===== src/rtl/sewp_pkg.sv =====
// constants, command codes and protection decode for the eeprom write-protect block
`default_nettype none
package sewp_pkg;
    localparam logic [7:0] OP_LATCH_SET = 8'h06;
    localparam logic [7:0] OP_LATCH_CLEAR = 8'h04;
    localparam logic [7:0] OP_STATUS_WRITE = 8'h01;
    localparam logic [7:0] OP_STATUS_READ = 8'h05;
    localparam logic [7:0] OP_ARRAY_WRITE = 8'h02;

    // status byte bit positions
    localparam int ST_PPE = 7;
    localparam int ST_BP_HI = 3;
    localparam int ST_BP_LO = 2;
    localparam int ST_LATCH = 1;
    localparam int ST_BUSY = 0;

    localparam int CNT_W = 9;
    localparam logic [8:0] CNT_ZERO = 9'h000;
    localparam logic [8:0] CNT_ONE = 9'h001;
    localparam logic [8:0] CNT_CMD = 9'h008;
    localparam logic [8:0] CNT_STATUS = 9'h010;
    localparam logic [8:0] CNT_ADDR = 9'h018;
    localparam logic [8:0] CNT_FIRST_DATA = 9'h020;
    localparam logic [8:0] CNT_MAX = 9'h1FF;
    localparam logic [2:0] BYTE_EDGE = 3'h0;

    localparam int ADDR_W = 11;
    localparam logic [10:0] SEG_QUARTER = 11'h600;
    localparam logic [10:0] SEG_HALF = 11'h400;
    localparam logic [10:0] ADDR_RESET = 11'h000;

    localparam logic [1:0] BP_NONE = 2'h0;
    localparam logic [1:0] BP_QUARTER = 2'h1;
    localparam logic [1:0] BP_HALF = 2'h2;
    localparam logic [1:0] BP_ALL = 2'h3;

    // synchroniser lanes and their reset levels
    localparam int SY_W = 4;
    localparam int SY_CS = 0;
    localparam int SY_WP = 1;
    localparam int SY_SCK = 2;
    localparam int SY_SI = 3;
    localparam logic [3:0] SY_RST = 4'h3;

    typedef enum logic [2:0] {
        SEWP_CMD_NONE,
        SEWP_CMD_LATCH_SET,
        SEWP_CMD_LATCH_CLEAR,
        SEWP_CMD_STATUS_WRITE,
        SEWP_CMD_STATUS_READ,
        SEWP_CMD_ARRAY_WRITE,
        SEWP_CMD_OTHER
    } sewp_cmd_e;

    function automatic logic sewp_is_protected(input logic [1:0] bp, input logic [10:0] addr);
        logic prot;
        prot = 1'b0;
        case (bp)
            BP_NONE: prot = 1'b0;
            BP_QUARTER: prot = (addr >= SEG_QUARTER);
            BP_HALF: prot = (addr >= SEG_HALF);
            BP_ALL: prot = 1'b1;
            default: prot = 1'b1;
        endcase
        return prot;
    endfunction
endpackage
`default_nettype wire


===== src/rtl/sewp_protect.sv =====
// write-protect, write latch and status logic of the serial eeprom
// Function
// - status write selects one of four protection levels
// - block-protect code maps to protected address range
// - writes into protected segments always rejected
// - pin-protect enable is a stored status bit
// - hardware protect when pin low and enable set
// - no hardware protect if pin high or enable clear
// - hardware protect blocks only status bit writes
// - write latch cleared at power-up
// - latch cleared when a write completes
// - internal write starts only on select release
// - commands other than status read ignored while internal write is busy
// - standby with select high after power-up
// - serial output undriven until an operation drives it
// - command codes fixed, sent most significant first
// - status byte bit layout fixed
// - latch-clear command clears the write latch
// - block-protect bits change only by status write
`timescale 1ns/1ps
`default_nettype none
module sewp_protect (
    input wire logic mclk,                 // core clock, 250 MHz
    input wire logic reset_n,              // async power-on reset, active low
    input wire logic cs_n,                 // chip select pin, active low
    input wire logic sck,                  // serial clock pin
    input wire logic si,                   // serial data in pin
    input wire logic wp_n,                 // write-protect pin, active low
    input wire logic prog_done,            // programming finished pulse
    output logic so_out,                   // serial data out value
    output logic so_oe,                    // serial data out drive enable
    output logic standby,                  // device deselected
    output logic write_latch_flag,         // write enable latch
    output logic write_busy_flag,          // internal write in progress
    output logic pin_protect_enable,       // stored pin-protect enable
    output logic [1:0] block_protect,      // stored block-protect code
    output logic hw_protect,               // hardware protection active
    output logic array_write_start,        // array write start pulse
    output logic status_write_start,       // status write start pulse
    output logic [10:0] write_addr         // array write start address
);
    logic [3:0] sync_q;
    logic cs_s;
    logic wp_s;
    logic sck_s;
    logic si_s;
    logic cs_q;
    logic sck_q;
    logic [8:0] count;
    logic [7:0] shift;
    logic [7:0] so_shift;
    logic [7:0] status_data;
    sewp_pkg::sewp_cmd_e cmd;

    logic next_cs_q;
    logic next_sck_q;
    logic [8:0] next_count;
    logic [7:0] next_shift;
    logic [7:0] next_so_shift;
    logic [7:0] next_status_data;
    sewp_pkg::sewp_cmd_e next_cmd;
    logic next_so_out;
    logic next_so_oe;
    logic next_standby;
    logic next_latch;
    logic next_busy;
    logic next_ppe;
    logic [1:0] next_bp;
    logic next_hw_protect;
    logic next_array_start;
    logic next_status_start;
    logic [10:0] next_addr;

    logic sck_rise;
    logic sck_fall;
    logic cs_rise;
    logic [8:0] cnt_inc;
    logic [7:0] shifted;
    logic [7:0] status_byte;
    logic latch_set;
    logic latch_clear;

    sewp_sync #(
        .W(sewp_pkg::SY_W),
        .RST(sewp_pkg::SY_RST)
    ) u_sync (
        .mclk(mclk),
        .reset_n(reset_n),
        .d({si, sck, wp_n, cs_n}),
        .q(sync_q)
    );

    assign cs_s = sync_q[sewp_pkg::SY_CS];
    assign wp_s = sync_q[sewp_pkg::SY_WP];
    assign sck_s = sync_q[sewp_pkg::SY_SCK];
    assign si_s = sync_q[sewp_pkg::SY_SI];

    ////////////////////////////////////////////////////////////////////////
    // serial framing, protection and status
    always_comb begin
        sck_rise = sck_s & ~sck_q;
        sck_fall = ~sck_s & sck_q;
        cs_rise = cs_s & ~cs_q;
        cnt_inc = count + sewp_pkg::CNT_ONE;
        shifted = {shift[6:0], si_s};
        status_byte = 8'h00;
        status_byte[sewp_pkg::ST_PPE] = pin_protect_enable;
        status_byte[sewp_pkg::ST_BP_HI] = block_protect[1];
        status_byte[sewp_pkg::ST_BP_LO] = block_protect[0];
        status_byte[sewp_pkg::ST_LATCH] = write_latch_flag;
        status_byte[sewp_pkg::ST_BUSY] = write_busy_flag;
        latch_set = 1'b0;
        latch_clear = 1'b0;

        next_cs_q = cs_s;
        next_sck_q = sck_s;
        next_count = count;
        next_shift = shift;
        next_so_shift = so_shift;
        next_status_data = status_data;
        next_cmd = cmd;
        next_so_out = so_out;
        next_so_oe = so_oe;
        next_standby = cs_s;
        next_ppe = pin_protect_enable;
        next_bp = block_protect;
        next_hw_protect = ~wp_s & pin_protect_enable;
        next_array_start = 1'b0;
        next_status_start = 1'b0;
        next_addr = write_addr;

        if (cs_s) begin
            next_count = sewp_pkg::CNT_ZERO;
            next_cmd = sewp_pkg::SEWP_CMD_NONE;
            next_so_oe = 1'b0;
        end else if (sck_rise) begin
            next_shift = shifted;
            if (count != sewp_pkg::CNT_MAX) begin
                next_count = cnt_inc;
            end
            if (cnt_inc == sewp_pkg::CNT_CMD) begin
                case (shifted)
                    sewp_pkg::OP_LATCH_SET: next_cmd = sewp_pkg::SEWP_CMD_LATCH_SET;
                    sewp_pkg::OP_LATCH_CLEAR: next_cmd = sewp_pkg::SEWP_CMD_LATCH_CLEAR;
                    sewp_pkg::OP_STATUS_WRITE: next_cmd = sewp_pkg::SEWP_CMD_STATUS_WRITE;
                    sewp_pkg::OP_STATUS_READ: next_cmd = sewp_pkg::SEWP_CMD_STATUS_READ;
                    sewp_pkg::OP_ARRAY_WRITE: next_cmd = sewp_pkg::SEWP_CMD_ARRAY_WRITE;
                    default: next_cmd = sewp_pkg::SEWP_CMD_OTHER;
                endcase
                // only the status may be read while programming runs
                if (write_busy_flag && shifted != sewp_pkg::OP_STATUS_READ) begin
                    next_cmd = sewp_pkg::SEWP_CMD_OTHER;
                end
            end
            if (cmd == sewp_pkg::SEWP_CMD_ARRAY_WRITE &&
                (cnt_inc == sewp_pkg::CNT_STATUS || cnt_inc == sewp_pkg::CNT_ADDR)) begin
                next_addr = {write_addr[2:0], shifted};
            end
            if (cmd == sewp_pkg::SEWP_CMD_STATUS_WRITE && cnt_inc == sewp_pkg::CNT_STATUS) begin
                next_status_data = shifted;
            end
        end else if (sck_fall && cmd == sewp_pkg::SEWP_CMD_STATUS_READ) begin
            next_so_oe = 1'b1;
            if (count[2:0] == sewp_pkg::BYTE_EDGE) begin
                next_so_out = status_byte[7];
                next_so_shift = {status_byte[6:0], 1'b0};
            end else begin
                next_so_out = so_shift[7];
                next_so_shift = {so_shift[6:0], 1'b0};
            end
        end

        // latch and write commands take effect only at the select release
        if (cs_rise) begin
            case (cmd)
                sewp_pkg::SEWP_CMD_LATCH_SET: begin
                    latch_set = (count == sewp_pkg::CNT_CMD);
                end
                sewp_pkg::SEWP_CMD_LATCH_CLEAR: begin
                    latch_clear = (count == sewp_pkg::CNT_CMD);
                end
                sewp_pkg::SEWP_CMD_STATUS_WRITE: begin
                    if (count == sewp_pkg::CNT_STATUS && write_latch_flag && !hw_protect) begin
                        next_status_start = 1'b1;
                        next_ppe = status_data[sewp_pkg::ST_PPE];
                        next_bp = {status_data[sewp_pkg::ST_BP_HI], status_data[sewp_pkg::ST_BP_LO]};
                    end
                end
                sewp_pkg::SEWP_CMD_ARRAY_WRITE: begin
                    if (count >= sewp_pkg::CNT_FIRST_DATA && count[2:0] == sewp_pkg::BYTE_EDGE &&
                        write_latch_flag && !sewp_pkg::sewp_is_protected(block_protect, write_addr)) begin
                        next_array_start = 1'b1;
                    end
                end
                default: begin
                    latch_set = 1'b0;
                end
            endcase
        end

        // a latch set arriving with a completion still wins
        next_latch = (write_latch_flag & ~latch_clear & ~(write_busy_flag & prog_done)) | latch_set;
        next_busy = (write_busy_flag & ~prog_done) | next_array_start | next_status_start;
    end

    always_ff @(posedge mclk or negedge reset_n) begin
        if (!reset_n) begin
            cs_q <= 1'b1;
            sck_q <= 1'b0;
            count <= sewp_pkg::CNT_ZERO;
            shift <= 8'h00;
            so_shift <= 8'h00;
            status_data <= 8'h00;
            cmd <= sewp_pkg::SEWP_CMD_NONE;
            so_out <= 1'b0;
            so_oe <= 1'b0;
            standby <= 1'b1;
            write_latch_flag <= 1'b0;
            write_busy_flag <= 1'b0;
            pin_protect_enable <= 1'b0;
            block_protect <= sewp_pkg::BP_NONE;
            hw_protect <= 1'b0;
            array_write_start <= 1'b0;
            status_write_start <= 1'b0;
            write_addr <= sewp_pkg::ADDR_RESET;
        end else begin
            cs_q <= next_cs_q;
            sck_q <= next_sck_q;
            count <= next_count;
            shift <= next_shift;
            so_shift <= next_so_shift;
            status_data <= next_status_data;
            cmd <= next_cmd;
            so_out <= next_so_out;
            so_oe <= next_so_oe;
            standby <= next_standby;
            write_latch_flag <= next_latch;
            write_busy_flag <= next_busy;
            pin_protect_enable <= next_ppe;
            block_protect <= next_bp;
            hw_protect <= next_hw_protect;
            array_write_start <= next_array_start;
            status_write_start <= next_status_start;
            write_addr <= next_addr;
        end
    end

    ////////////////////////////////////////////////////////////////////////
    // checks
    AST_HW_ON: assert property (@(posedge mclk) disable iff (!reset_n)
        (!wp_s && pin_protect_enable) |=> hw_protect)
        else $error("hardware protect not entered");
    AST_HW_OFF: assert property (@(posedge mclk) disable iff (!reset_n)
        (wp_s || !pin_protect_enable) |=> !hw_protect)
        else $error("hardware protect active while disabled");
    AST_NO_PROT_WRITE: assert property (@(posedge mclk) disable iff (!reset_n)
        array_write_start |-> !sewp_pkg::sewp_is_protected(block_protect, write_addr))
        else $error("write started into protected segment");
    AST_LATCH_NEEDED: assert property (@(posedge mclk) disable iff (!reset_n)
        (array_write_start || status_write_start) |-> $past(write_latch_flag))
        else $error("write started with latch clear");
    AST_HWP_STATUS: assert property (@(posedge mclk) disable iff (!reset_n)
        status_write_start |-> !$past(hw_protect))
        else $error("status written under hardware protect");
    AST_LATCH_DONE: assert property (@(posedge mclk) disable iff (!reset_n)
        (write_busy_flag && prog_done) |=> !write_latch_flag && !write_busy_flag)
        else $error("latch or busy not cleared at completion");
    AST_BUSY_IGNORE: assert property (@(posedge mclk) disable iff (!reset_n)
        write_busy_flag |=> !array_write_start && !status_write_start)
        else $error("write started while busy");
    AST_SO_HIZ: assert property (@(posedge mclk) disable iff (!reset_n)
        cs_s |=> !so_oe)
        else $error("output driven while deselected");
    AST_CS_RISE: assert property (@(posedge mclk) disable iff (!reset_n)
        (array_write_start || status_write_start) |-> $past(cs_s) && !$past(cs_q))
        else $error("write started without select release");
    AST_NV_ONLY_SW: assert property (@(posedge mclk) disable iff (!reset_n)
        ($changed(block_protect) || $changed(pin_protect_enable)) |-> status_write_start)
        else $error("stored bits changed outside status write");
    AST_STANDBY: assert property (@(posedge mclk) disable iff (!reset_n)
        standby |-> ##0 $past(cs_s))
        else $error("standby does not follow select");

    COV_ARRAY_WRITE: cover property (@(posedge mclk) disable iff (!reset_n) array_write_start);
    COV_STATUS_WRITE: cover property (@(posedge mclk) disable iff (!reset_n) status_write_start);
    COV_HW_PROTECT: cover property (@(posedge mclk) disable iff (!reset_n) $rose(hw_protect));
    COV_STATUS_READ: cover property (@(posedge mclk) disable iff (!reset_n) $rose(so_oe));
endmodule // sewp_protect
`default_nettype wire


===== src/rtl/sewp_sync.sv =====
// two-flop synchroniser for a group of asynchronous pins
`timescale 1ns/1ps
`default_nettype none
module sewp_sync #(
    parameter int W = 1,
    parameter logic [W-1:0] RST = '0
) (
    input wire logic mclk,         // core clock
    input wire logic reset_n,      // async reset, active low
    input wire logic [W-1:0] d,    // asynchronous inputs
    output logic [W-1:0] q         // synchronised outputs
);
    logic [W-1:0] meta;
    logic [W-1:0] next_meta;
    logic [W-1:0] next_q;

    always_comb begin
        next_meta = d;
        next_q = meta;
    end

    always_ff @(posedge mclk or negedge reset_n) begin
        if (!reset_n) begin
            meta <= RST;
            q <= RST;
        end else begin
            meta <= next_meta;
            q <= next_q;
        end
    end
endmodule // sewp_sync
`default_nettype wire

===== config.mk =====
export PLATFORM = sky130hd
export DESIGN_NAME = sewp_protect
export DESIGN_NICKNAME = d
export VERILOG_FILES = /design/src/rtl/sewp_pkg.sv /design/src/rtl/sewp_protect.sv /design/src/rtl/sewp_sync.sv
export SDC_FILE = /design/constraint.sdc
export NUM_CORES = 1
export LEC_CHECK = 0
export BUFFER_PORTS_ARGS = -buffer_cell sky130_fd_sc_hd__buf_2
export CAP_MARGIN = 20
export CORE_MARGIN = 2
export CORE_UTILIZATION = 50
export CTS_BUF_LIST = sky130_fd_sc_hd__clkbuf_16
export DETAILED_ROUTE_END_ITERATION = 8
export GPL_TIMING_DRIVEN = 0
export MAX_ROUTING_LAYER = met4
export PLACE_DENSITY = 0.76
export SLEW_MARGIN = 20
export SYNTH_ARGS = -nofsm -noshare
export SYNTH_HDL_FRONTEND = slang
export SYNTH_SLANG_ARGS = --single-unit

===== constraint.sdc =====
create_clock -name mclk -period 7.3 [get_ports mclk]
set_clock_uncertainty 0.15 [all_clocks]
set_input_delay 1.46 -clock mclk [delete_from_list [all_inputs] [get_ports mclk]]
set_output_delay 1.46 -clock mclk [all_outputs]
set_load 0.005 [all_outputs]

Word-level counts from Yosys, hierarchy flattened. Cells that the tools add are included.

Bits in registers: 66. Input port bits: 7. Logic and storage cells: 116. Output and inout bits: 22.

Bitwise operators: 20. Mux-type cells: 26. $lt $le $gt $ge: 3. $add $sub $neg: 1. Eq/ne operators: 21. Reduce and logical (&&, ||, !) cells: 26.

Operators by type and width (count): $eq A9 B5 Y1 const B (3); $mux W9 (3); $eq A8 B3 Y1 const B (3); $ge A11 B11 Y1 const B (2); $eq A9 B4 Y1 const B (2); $mux W1 (16); $pmux W3 S5 (1); $mux W3 (4); $reduce_and A3 Y1 (4); $add A9 B1 Y9 const B (1); $ge A9 B6 Y1 const B (1); $logic_and A1 B1 Y1 (9); $ne A9 B9 Y1 const B (1); $not A1 Y1 (9); $and A1 B1 Y1 (8); $eq A8 B1 Y1 const B (1); $eq A8 B2 Y1 const B (1); $mux W8 (1); $ne A8 B3 Y1 const B (1); $reduce_and A2 Y1 (4); $reduce_bool A2 Y1 (4); $eq A3 B2 Y1 const B (2); $eq A3 B3 Y1 const B (2); $eq A2 B2 Y1 const B (2); 9 further kinds (12).

Logic depth before layout (Yosys ltp). Gate-level depths: netlist of run 1.

Depth after elaboration: 11. Depth in mapped cells: 9. Gate-level depth less buffers: 9.

Cells and area by module. Synthesis of run 1 repeated with hierarchy kept, for this count alone.

Cell total of the unflattened synthesis: 227. Area total of the unflattened synthesis: 2748.9 µm².

Modules (own cells, without submodules): sewp_protect (sequential area each 1302.5 µm², area an instance 2543.7 µm², times used 1, cells each 219); sewp_sync (sequential area each 205.2 µm², area an instance 205.2 µm², times used 1, cells each 8).

Worst setup path before layout of run 1. Ideal clock, no wire load.

Path type: register to register. Start: register count[0]. End: register write_addr[0]. Required time: 7025 ps. Buffers on the path: 1. Setup time: 125 ps. Data arrival time: 2302 ps. Cell stages (with the launch flop): 10. Period minus slack after synthesis: 2577 ps. Slack: 4723 ps. Path through: dfrtp_1 ha_1 nand3_1 nor3_1 ha_1 nand3b_1 a21oi_2 nand4_2 buf_6 mux2_4.

Longest elaborated chain between the ends: 5. Elaborated cells between the ends (all ways): 6. Classes of those cells: 1 x add/sub; 2 x eq/ne; 3 x reduce/logical.

Ends and longest elaborated chain: start, declared (RTL line sewp_protect.sv:49) `logic [8:0] count;`; start signal, assigned (RTL line sewp_protect.sv:210) `count <= sewp_pkg::CNT_ZERO;`; start signal, assigned (RTL line sewp_protect.sv:229) `count <= next_count;`; $add A9 B1 Y9 * (RTL line sewp_protect.sv:104) `cnt_inc = count + sewp_pkg::CNT_ONE;`; $eq A9 B5 Y1 (RTL line sewp_protect.sv:156) `(cnt_inc == sewp_pkg::CNT_STATUS || cnt_inc == sewp_pkg::CNT_ADDR)) begin`; $logic_or A1 B1 Y1 * (RTL line sewp_protect.sv:156); $logic_and A1 B1 Y1 * (RTL line sewp_protect.sv:155) `if (cmd == sewp_pkg::SEWP_CMD_ARRAY_WRITE &&`; $reduce_and A3 Y1 (no line) *; end signal, assigned (RTL line sewp_protect.sv:225) `write_addr <= sewp_pkg::ADDR_RESET;`; end signal, assigned (RTL line sewp_protect.sv:244) `write_addr <= next_addr;`; end, declared (RTL line sewp_protect.sv:40) `output logic [10:0] write_addr`.

Mark *: on every way between the ends. The rest lies on a longest branch, timed or not. A chain may end at the register's enable or synchronous reset.

Worst setup path in the final report of run 1.
Start: register count[0]. End: register write_addr[8].

The elaborated chain is that of the path after synthesis.

==> results of run 1 <==
[state kept, by name, indices dropped and copies added, names as in the netlist]
| name | flops |
|---|---|
| shift | 7 |
| count | 9 |
| sck_q | 1 |
| cs_q | 1 |
| so_out | 1 |
| u_sync.q | 4 |
| write_addr | 11 |
| hw_protect | 1 |
| write_busy_flag | 1 |
| pin_protect_enable | 1 |
| cmd | 3 |
| so_oe | 1 |
| write_latch_flag | 1 |
| status_data | 3 |
| array_write_start | 1 |
| block_protect | 2 |
| so_shift | 7 |
| status_write_start | 1 |
| u_sync.meta | 4 |
[worst reg2reg max path, delay by kind of cell, from the launching register on]
kind	cells	cell delay (ns)
flip-flops	1	0.49
AND/OR/NAND/NOR	4	0.78
multiplexers	1	0.31
adder cells (fa/ha/maj)	2	0.62
buffers and inverters	1	0.20
AO/OA/AOI/OAI	1	0.28
[worst max-delay path by stage]
stage                          to  slack, ns
global placement    write_addr[0]       4.42
floorplan           write_addr[0]       4.72
CTS                 write_addr[9]       4.37
finish              write_addr[8]       4.36
detailed placement  write_addr[9]       4.39
global route        write_addr[4]       4.15
[metal layers]
| metal | vias up | GRT usage (%) |
|---|---|---|
| met4 | 0 | 8.04 |
| li1 | 881 | - |
| met5 | - | - |
| met3 | 8 | 6.28 |
| met2 | 61 | 29.9 |
| met1 | 946 | 26.7 |
[stage by stage]
| step | worst slack [ns] | utilization (%) | total power, mW | std cells | hold WS, ns |
|---|---|---|---|---|---|
| final | 4.36 | 63.6 | 0.908 | 341 | 0.195 |
| after global routing | 4.15 | 63.6 | 0.940 | 341 | 0.209 |
| after CTS | 4.37 | 63.6 | 0.915 | 341 | 0.196 |
| after detailed placement | 4.39 | 56.9 | 0.430 | 325 | 0.185 |
| after global placement | 4.42 | 56.9 | 0.427 | 325 | 0.182 |
| after floorplan | 4.72 | - | 0.408 | 227 | 0.181 |
[cell families after synthesis]
group	Yosys count
multiplexers	28
AO/OA/AOI/OAI	32
flip-flops	60
adder cells (fa/ha/maj)	4
buffers and inverters	14
XOR/XNOR	10
AND/OR/NAND/NOR	79
[power by group through the flow]
| stage | registers [mW] | clock network (mW) | logic [mW] |
|---|---|---|---|
| 3_3_place_gp | 0.381 | 0 | 0.0460 |
| 5_1_grt | 0.381 | 0.504 | 0.0542 |
| 4_1_cts | 0.376 | 0.489 | 0.0497 |
| 6_report | 0.377 | 0.482 | 0.0489 |
| 2_1_floorplan | 0.374 | 0 | 0.0340 |
| 3_5_place_dp | 0.382 | 0 | 0.0477 |
[cell type report]
cell class | count | area [um2] | share of cell area [%]
Sequential cell | 60 | 1510 | 46.1
Clock inverter | 7 | 116 | 3.56
Clock buffer | 9 | 225 | 6.89
Buffer | 8 | 45.0 | 1.38
Inverter | 6 | 22.5 | 0.689
Multi-Input combinational cell | 153 | 1120 | 34.3
Tap cell | 70 | 87.6 | 2.68
Timing Repair Buffer | 28 | 143 | 4.36
[synthesized netlist by cell type, types with 2 or more instances]
cell | count | area (um2)
nor4_1 | 3 | 18.8
xnor2_1 | 6 | 52.6
a21o_1 | 2 | 15.0
a21oi_1 | 8 | 40.0
o21ai_0 | 13 | 65.1
dfrtp_1 | 55 | 1380
nor3_1 | 8 | 40.0
clkbuf_1 | 3 | 11.3
nand2b_1 | 6 | 37.5
nand2_1 | 22 | 82.6
nand3b_1 | 3 | 22.5
mux2i_1 | 4 | 40.0
nor2_1 | 15 | 56.3
buf_2 | 3 | 15.0
and3_1 | 2 | 12.5
ha_1 | 4 | 50.1
nand4_1 | 2 | 12.5
nand3_1 | 3 | 15.0
dfstp_2 | 5 | 131
inv_1 | 6 | 22.5
mux2_2 | 14 | 158
a41o_1 | 2 | 20.0
mux2_4 | 10 | 150
xor2_1 | 4 | 35.0
==> impl_summary.txt, run 1 <==
----------------------------------------------------
[Status]
  Run status ... completed

[Clock tree]
  Maximum count of clock buffers along a single path ... 2
  Insertion delay to the later sink of the worst-skew pair ... 0.33 ns
  Clock root buffer ... clkbuf_16
  Number of hold buffers added after cts ... 0
  Cells resized by post-CTS repair ... 0
  Clk sink count ... 60
  Number of CTS-inserted buffers ... 9
  Clock slew seen by the registers of the worst setup and hold paths ... ~0.05 ns
  CTS tree ... done
  Buffer count from post-CTS setup fixing ... 0
  H-Tree Level Count ... 3

[Critical path]
  Crit-path leading delay family ... simple AND/OR/NAND/NOR gates
  Crit end category ... register
  CP peak stage delay ... 0.49 ns
  Biggest fanout along the worst timing path ... 10
  Slowest CP cell ... dfrtp_1
  Data required time of the worst path ... roughly 7.4 ns
  Register-to-register setup slack ... roughly 4.4 ns
  Critical Path, Cell by Cell ... ha_1 > nand3_1 > nor3_1 > ha_1 > nand3b_1 > a21oi_2 > nand4_2 > buf_6 > mux2_4
  Total buffers and inverters traversed by the critical path ... 1
  Most frequent cell on the critical path ... ha_1
  CP Launch Type ... register
  End of the worst register-to-register path ... write_addr[8]
  Critical register-to-register path startpoint ... count[0]
  Launch point of the critical path ... count[0]
  Worst Reg-to-Reg Cells ... 9
  Critical Setup Path Class ... reg -> reg
  Crit path arrival time ... 3.01 ns
  Number of logic stages on the critical path including buffering ... 9

[Yosys]
  Warning count from the yosys run ... 0
  Sequential share of the synthesized area ... 55.9%
  Cells after synthesis ... 227
  Area share of fa/ha/maj cells after synthesis ... ~1.9%
  Post-synthesis instance area ... roughly 2700 um2
  Synthesized-area fraction occupied by ao, oa, aoi and oai cells ... 7.19%
  Multiplexer fraction of the synthesized cell area ... between 10% and 20%
  FFs w/ async S/R, synth ... 100%
  #FFs+latches synth ... 60
  Cell variety after synth ... 48
  Share of synthesized cell area in and, or, nand and nor gates ... about 16%
  Post-Synth XOR/XNOR Area ... 3.25%
  Net count after synthesis ... approximately 240
  Mean Syn Cell Area ... 11.9 um2
  Number of synthesized flops with an enable pin ... 0
  Prevailing post-synth register cell ... dfrtp_1
  Combinational family with the most area after synthesis ... simple AND/OR/NAND/NOR gates

[Layout]
  Non-Filler Cell Area, Final ... around 3300 um2
  Fraction of final layout cells sized beyond drive strength 1 ... between 30% and 40%
  Antenna cell count ... 0
  Number of nets in the layout ... 277
  Number of inserted filler cells in the final layout ... 436
  Most frequent cells in the layout ... dfrtp_1 (55), buf_2 (30), nand2_1 (22)
  Commonest non-fill, non-tap cell in the layout ... dfrtp_1
  Growth of design area from synthesis to finish ... 21.2%

[Routing]
  DR WL met2 ... 2.59 mm
  Routed length on met3 ... 275 um
  Vias ... roughly 1900
  DR WL/cell ... between 15 and 20 um
  Final wirelength ... 5.41 mm
  Post-detailed-route count of antenna-violating nets ... 0
  Post-Route M1 WL ... 2.47 mm
  Via-per-instance ratio ... ~5.6
  Uppermost signal routing layer after detailed routing ... met4
  Pre-Repair DR Iteration Count ... 4
  DRC marker count from the first detailed-route iteration ... 201
  DRC Markers ... 0

[Floorplanning]
  Starting Density ... 52.5%
  Vertical die dimension ... between 70 and 80 um
  Core footprint ... 5140 um2
  Standard-cell rows ... 26
  Die area ... 6000 um2
  Horizontal extent of the die ... a little under 80 um
  I/O pin count ... 29

[Timing]
  Unrepaired setup endpoints after global routing ... false
  Slew margin rel. ... about 51%
  Peak clock frequency supported by timing ... 340 MHz
  Final number of hold-violating endpoints ... 0
  Slew of the pin with the lowest slew margin ... 0.738 ns
  Sum Neg Setup Slack ... 0 ns
  Slew Viols, Final ... 0
  Final worst-path cycle share ... 40.3%
  Setup violation total in the final timing report ... 0
  Shortest period the worst path allows ... 2.94 ns

[Power]
  Lkg Pwr ... about 1.6 nW
  Switching share of total power ... 21.9%
  Internal power summed over all cells ... 0.709 mW
  Total net switching power ... roughly 0.20 mW
  Combinational fraction of design power ... 5.4%
  Seq pwr share ... 41.5%
  Power density over cell area ... between 200 and 300 nW/um2
  Maximum vdd ir drop ... 0.201 mV
  Clock power share ... 53.1%

[Hold path]
  Number of cells on the worst hold path ... 0
  Startpoint of the worst hold path ... u_sync.meta[2]
  Hold EP ... u_sync.q[2]
  Path type of the worst min-delay path ... reg -> reg

[GRT]
  Via count of the first global-routing pass ... about 1800
  Antenna violations before repair ... 0
  GR Overflow Total ... 0
  Global-route wire length before repair ... a little under 9 mm
  Global-route usage over all layers ... 20.4%
  Maximum number of pins on one net before global-route repair ... 61

[Place]
  Total half-perimeter wirelength after legalization and detailed placement ... 3.36 mm
  Count of buffers from port buffering ... 28
  Placed Instance Area ... 2930 um2
  GP Congestion ... 0.815

[Job]
  Max-cap check violation count ... 0

----------------------------------------------------
Note: power is estimated with default switching activity, not from simulation.
==> run 2: changes to the inputs <==
==> constraint.sdc (replaced) <==
create_clock -name mclk -period 2.9 [get_ports mclk]
set_clock_uncertainty 0.15 [all_clocks]
set_input_delay 0.58 -clock mclk [delete_from_list [all_inputs] [get_ports mclk]]
set_output_delay 0.58 -clock mclk [all_outputs]
set_load 0.005 [all_outputs]
==> impl_summary.txt, run 2 (synthesized netlist as in run 1, its figures left out) <==
----------------------------------------------------
[GRT]
  Global-route wire length before repair ... 8.94 mm
  Global-route usage over all layers ... 20.4%
  Antenna violations before repair ... 0
  GR Overflow Total ... 0
  Via count of the first global-routing pass ... between 1500 and 2000
  Maximum number of pins on one net before global-route repair ... between 60 and 70

[Clock tree]
  Maximum count of clock buffers along a single path ... 2
  Clk sink count ... 60
  Cells resized by post-CTS repair ... 1
  Insertion delay to the later sink of the worst-skew pair ... 0.33 ns
  H-Tree Level Count ... 3
  Clock root buffer ... clkbuf_16
  Clock slew seen by the registers of the worst setup and hold paths ... 0.05 ns
  Number of CTS-inserted buffers ... 9
  Buffer count from post-CTS setup fixing ... 0
  CTS tree ... done
  Number of hold buffers added after cts ... 0

[Job]
  Max-cap check violation count ... 0

[Critical path]
  Register-to-register setup slack ... 0.16 ns
  Biggest fanout along the worst timing path ... 10
  Launch point of the critical path ... count[1]
  Critical Setup Path Class ... reg -> reg
  Crit path arrival time ... 2.80 ns
  Critical register-to-register path startpoint ... count[1]
  CP Launch Type ... register
  Crit end category ... register
  Worst Reg-to-Reg Cells ... 9
  End point of the critical path ... write_addr[8]
  End of the worst register-to-register path ... write_addr[8]
  Data required time of the worst path ... 2.96 ns

[Layout]
  Number of inserted filler cells in the final layout ... 431
  Post-Route Utilization ... 64.1%
  Antenna cell count ... 0
  Largest regs ... write_addr: 11 flops, count: 9 flops
  Growth of design area from synthesis to finish ... 22.2%
  Commonest non-fill, non-tap cell in the layout ... dfrtp_1
  Most flop-heavy register ... write_addr
  Fraction of final layout cells sized beyond drive strength 1 ... 32.1%
  Flip-flop count of the largest register, all copies and words added ... 11
  Most frequent cells in the layout ... dfrtp_1 (54), buf_2 (30), nand2_1 (22)
  Number of nets in the layout ... 277

[Power]
  Maximum vdd ir drop ... 0.504 mV
  Power density over cell area ... between 600 and 700 nW/um2
  Lkg Pwr ... 1.58 nW
  Total power ... between 2 and 2.5 mW

[Timing]
  Worst Hold Slack ... 0.161 ns
  Minimum setup slack in the final design ... 0.159 ns
  Final number of hold-violating endpoints ... 0
  Shortest period the worst path allows ... 2.74 ns
  Slew of the pin with the lowest slew margin ... 0.743 ns
  Slew Viols, Final ... 0
  Setup violation total in the final timing report ... 0
  Final worst-path cycle share ... between 90% and 100%
  Unrepaired setup endpoints after global routing ... false
  Peak clock frequency supported by timing ... 365 MHz
  Sum Neg Setup Slack ... 0 ns
  Slew margin rel. ... 50.4%

[Place]
  Worst setup slack before clock tree synthesis ... -0.00649 ns
  Total half-perimeter wirelength after legalization and detailed placement ... 3.36 mm
  Count of buffers from port buffering ... 28
  GP Congestion ... 0.815

[Floorplanning]
  Die area ... 6000 um2
  Standard-cell rows ... 26
  I/O pin count ... 29
  Vertical die dimension ... between 70 and 80 um
  Core footprint ... around 5100 um2
  Horizontal extent of the die ... 77.4 um
  Starting Density ... a little over half

[Hold path]
  Path type of the worst min-delay path ... in -> async

[Routing]
  Vias ... 1894
  Via-per-instance ratio ... 5.55
  DRC marker count from the first detailed-route iteration ... 168
  Final wirelength ... approximately 5.4 mm
  DRC Markers ... 0
  Pre-Repair DR Iteration Count ... 4
  DR WL/cell ... 16.0 um
  Post-detailed-route count of antenna-violating nets ... 0

[Status]
  Run status ... completed

----------------------------------------------------
## run 2: how the worst min path moves through the flow
stage                     slack, ns           endpoint  cells after the start      startpoint
after floorplan                0.13  array_write_start                      0         reset_n
after global placement         0.18        u_sync.q[3]                      0  u_sync.meta[3]
after detailed placement       0.18        u_sync.q[2]                      0  u_sync.meta[2]
after CTS                      0.19     u_sync.meta[0]                      1            cs_n
after global routing           0.19     u_sync.meta[0]                      1            cs_n
final                          0.16      write_addr[4]                      1         reset_n
## run 2: final cells by class
class                      instances  area [um2]  area share, %
timing repair buffer              28         143           4.33
inverter                           6        22.5          0.684
sequential                        60        1510           45.8
clock buffer                       9         225           6.84
clock inverter                     7         116           3.53
buffer                             8        45.0           1.37
multi-input combinational        153        1150           34.8
tap                               70        87.6           2.66
## run 2: power by group
part	switching, mW	internal [mW]
clock network	0.373	0.836
logic	0.0646	0.0593
registers	0.0609	0.890
## run 2: metal layers
metal  track usage [%]  part of all wire [%]
met3              6.28                   4.2
met2              29.9                    48
met4              8.04                   2.0
met5                 -                     0
met1              26.7                    46
## run 2: through the flow
stage | std cells | cell area (um2)
after floorplan | 227 | 2700
after global placement | 325 | 2920
after detailed placement | 325 | 2930
after CTS | 341 | 3270
after global routing | 341 | 3290
final | 341 | 3290
## run 2: critical path, stage by stage, from the launching register on
cell	delay [ns]
dfrtp_1	0.50
ha_4	0.23
nand3_1	0.14
nor3_1	0.22
ha_1	0.27
nand3b_1	0.22
a21oi_4	0.23
nand4_2	0.17
buf_6	0.20
mux2_4	0.31
==> run 3: changes to the inputs <==
--- a/config.mk
+++ b/config.mk
@@ -5,6 +5,7 @@
 export SDC_FILE = /design/constraint.sdc
 export NUM_CORES = 1
 export LEC_CHECK = 0
+export ABC_AREA = 1
 export BUFFER_PORTS_ARGS = -buffer_cell sky130_fd_sc_hd__buf_2
 export CAP_MARGIN = 20
 export CORE_MARGIN = 2
@@ -14,7 +15,6 @@
 export GPL_TIMING_DRIVEN = 0
 export MAX_ROUTING_LAYER = met4
 export PLACE_DENSITY = 0.76
-export SLEW_MARGIN = 20
 export SYNTH_ARGS = -nofsm -noshare
 export SYNTH_HDL_FRONTEND = slang
 export SYNTH_SLANG_ARGS = --single-unit
==> impl_summary.txt, run 3 <==
----------------------------------------------------
[Status]
  Run status ... completed

[Place]
  Count of buffers from port buffering ... 28
  Worst setup slack before clock tree synthesis ... just over 0.3 ns
  Total half-perimeter wirelength after legalization and detailed placement ... 3.99 mm
  Placed cell count ... 426
  GP Congestion ... 0.874

[Critical path]
  Crit end category ... register
  CP Launch Type ... register
  Critical Path, Cell by Cell ... ha_1 > nand2_1 > nor4_1 > ha_1 > nor2_1 > nand3_1 > nor2_1 > nand3_2 > buf_6 > nand2_1 > o21ai_2
  Crit path arrival time ... ~2.7 ns
  CP peak stage delay ... 0.44 ns
  Slowest CP cell ... dfrtp_1
  Critical Setup Path Class ... reg -> reg
  Data required time of the worst path ... between 2 and 3 ns
  Biggest fanout along the worst timing path ... 10

[Layout]
  Fraction of final layout cells sized beyond drive strength 1 ... 19.5%
  Antenna cell count ... 0
  Growth of design area from synthesis to finish ... 20.5%
  Flip-flop count of the largest register, all copies and words added ... 11
  Commonest non-fill, non-tap cell in the layout ... nand2_1
  Most flop-heavy register ... write_addr
  Filler-free cell count of the finished design ... 442
  Largest regs ... write_addr: 11 flops, count: 9 flops
  Number of nets in the layout ... 376
  Most frequent cells in the layout ... nand2_1 (90), dfrtp_1 (55), inv_1 (43)

[Clock tree]
  H-Tree Level Count ... 3
  Insertion delay to the later sink of the worst-skew pair ... approximately 0.33 ns
  Clock slew seen by the registers of the worst setup and hold paths ... 0.05 ns
  Clock root buffer ... clkbuf_16
  Number of CTS-inserted buffers ... 9
  Clk sink count ... 60
  Buffer count from post-CTS setup fixing ... 0
  CTS tree ... done
  Maximum count of clock buffers along a single path ... 2
  Number of hold buffers added after cts ... 0
  Cells resized by post-CTS repair ... 0

[Timing]
  Final number of hold-violating endpoints ... 0
  Minimum setup slack in the final design ... 0.260 ns
  Slew margin rel. ... ~57%
  Slew of the pin with the lowest slew margin ... 0.644 ns
  Setup violation total in the final timing report ... 0
  Shortest period the worst path allows ... between 2 and 3 ns
  Final worst-path cycle share ... about nine tenths
  Unrepaired setup endpoints after global routing ... false
  Sum Neg Setup Slack ... 0 ns
  Peak clock frequency supported by timing ... 379 MHz
  Slew Viols, Final ... 0

[Routing]
  DR WL met2 ... 2.68 mm
  Via-per-instance ratio ... 5.09
  DRC marker count from the first detailed-route iteration ... 155
  Post-detailed-route count of antenna-violating nets ... 0
  DRC Markers ... 0
  Pre-Repair DR Iteration Count ... 7
  Uppermost signal routing layer after detailed routing ... met4
  Routed length on met3 ... 244 um
  Post-Route M1 WL ... 2.60 mm
  Vias ... 2250
  DR WL/cell ... approximately 13 um
  Final wirelength ... 5.67 mm

[GRT]
  Global-route usage over all layers ... 20.9%
  Antenna violations before repair ... 0
  Maximum number of pins on one net before global-route repair ... 34
  Via count of the first global-routing pass ... 2131
  Global-route wire length before repair ... 9.67 mm
  GR Overflow Total ... 0

[Yosys]
  FFs w/ async S/R, synth ... 100%
  Cells after synthesis ... ~330
  Warning count from the yosys run ... 0
  Number of synthesized flops with an enable pin ... 0
  Cell variety after synth ... 27
  Dominant cells by area after synthesis ... dfrtp_1 (50%), nand2_1 (12%), inv_1 (5.9%), nor2_1 (5.0%), dfstp_2 (4.8%)
  Ranking of synthesized cells by instance count ... nand2_1 (90), dfrtp_1 (55), inv_1 (43), nor2_1 (37), o21ai_0 (22)
  Leading cell type by number of instances after synthesis ... nand2_1
  Net count after synthesis ... 336
  Largest area contributor in the netlist ... dfrtp_1
  Mean Syn Cell Area ... 8.47 um2
  Prevailing post-synth register cell ... dfrtp_1
  Sequential share of the synthesized area ... 54.7%
  #FFs+latches synth ... 60
  Post-synthesis instance area ... 2750 um2
  Area share of the largest cell type after synthesis ... between 40% and 50%

[Floorplanning]
  Standard-cell rows ... 27
  Die area ... about 6000 um2
  I/O pin count ... 29
  Vertical die dimension ... 78.2 um
  Core footprint ... 5410 um2
  Starting Density ... 50.9%
  Horizontal extent of the die ... 78.2 um

[Power]
  Total power ... 2.27 mW
  Lkg Pwr ... 1.65 nW
  Power density over cell area ... a little under 700 nW/um2
  Maximum vdd ir drop ... 0.546 mV

[Job]
  Max-cap check violation count ... 0

[Hold path]
  Path type of the worst min-delay path ... in -> async

----------------------------------------------------
## run 3: logic make-up after synthesis
family	share of synthesized area [%]
and+or+nand+nor	25.4
DFF	54.7
AOI/OAI and AO/OA	11.0
buffers and inverters	6.95
adders and majority gates	1.82
## run 3: layer usage
layer | vias up | global-route usage, %
li1 | 1122 | -
met1 | 1051 | 25.8
met2 | 59 | 32.8
met3 | 18 | 4.02
met4 | 0 | 11.1
met5 | - | -
## run 3: power breakdown
group / leakage [nW] / internal (mW) / switching [mW]
combinational: 0.698 / 0.0653 / 0.146
sequential: 0.797 / 0.895 / 0.0448
clock: 0.153 / 0.748 / 0.373
total: 1.65 / 1.71 / 0.564
## run 3: worst max-delay path, delay by kind of cell, from the launching register on
kind	cells	cell delay, ns
AOI/OAI and AO/OA	1	0.05
DFF	1	0.44
adders and majority gates	2	0.57
buffers and inverters	1	0.18
and+or+nand+nor	7	1.15
## run 3: final cells by class
type	instances	area [um2]
tap	72	90.1
inverter	43	161
timing repair buffer	29	160
sequential	60	1510
clock inverter	7	90.1
clock buffer	9	225
fill	464	2090
multi-input combinational	218	1050
buffer	4	30.0
## run 3: per-stage QoR
step / hold slack, ns / instance area (um2) / utilization [%]
2_1_floorplan: 0.134 / 2750 / -
3_3_place_gp: 0.185 / 2980 / 55.2
3_5_place_dp: 0.186 / 3000 / 55.6
4_1_cts: 0.159 / 3320 / 61.4
5_1_grt: 0.181 / 3320 / 61.4
6_report: 0.131 / 3320 / 61.4
## run 3: worst paths after layout
kind | endpoint | cells past startpoint | startpoint | slack, ns
worst max-delay path | write_addr[3] | 11 | count[1] | 0.26
worst min-delay path | shift[0] | 1 | reset_n | 0.13
worst max register to register | write_addr[3] | 11 | count[1] | 0.26
worst min register to register | u_sync.q[2] | 0 | u_sync.meta[2] | 0.20
max in group asynchronous | u_sync.q[1] | 2 | reset_n | 1.81
min in group mclk | u_sync.q[2] | 0 | u_sync.meta[2] | 0.20
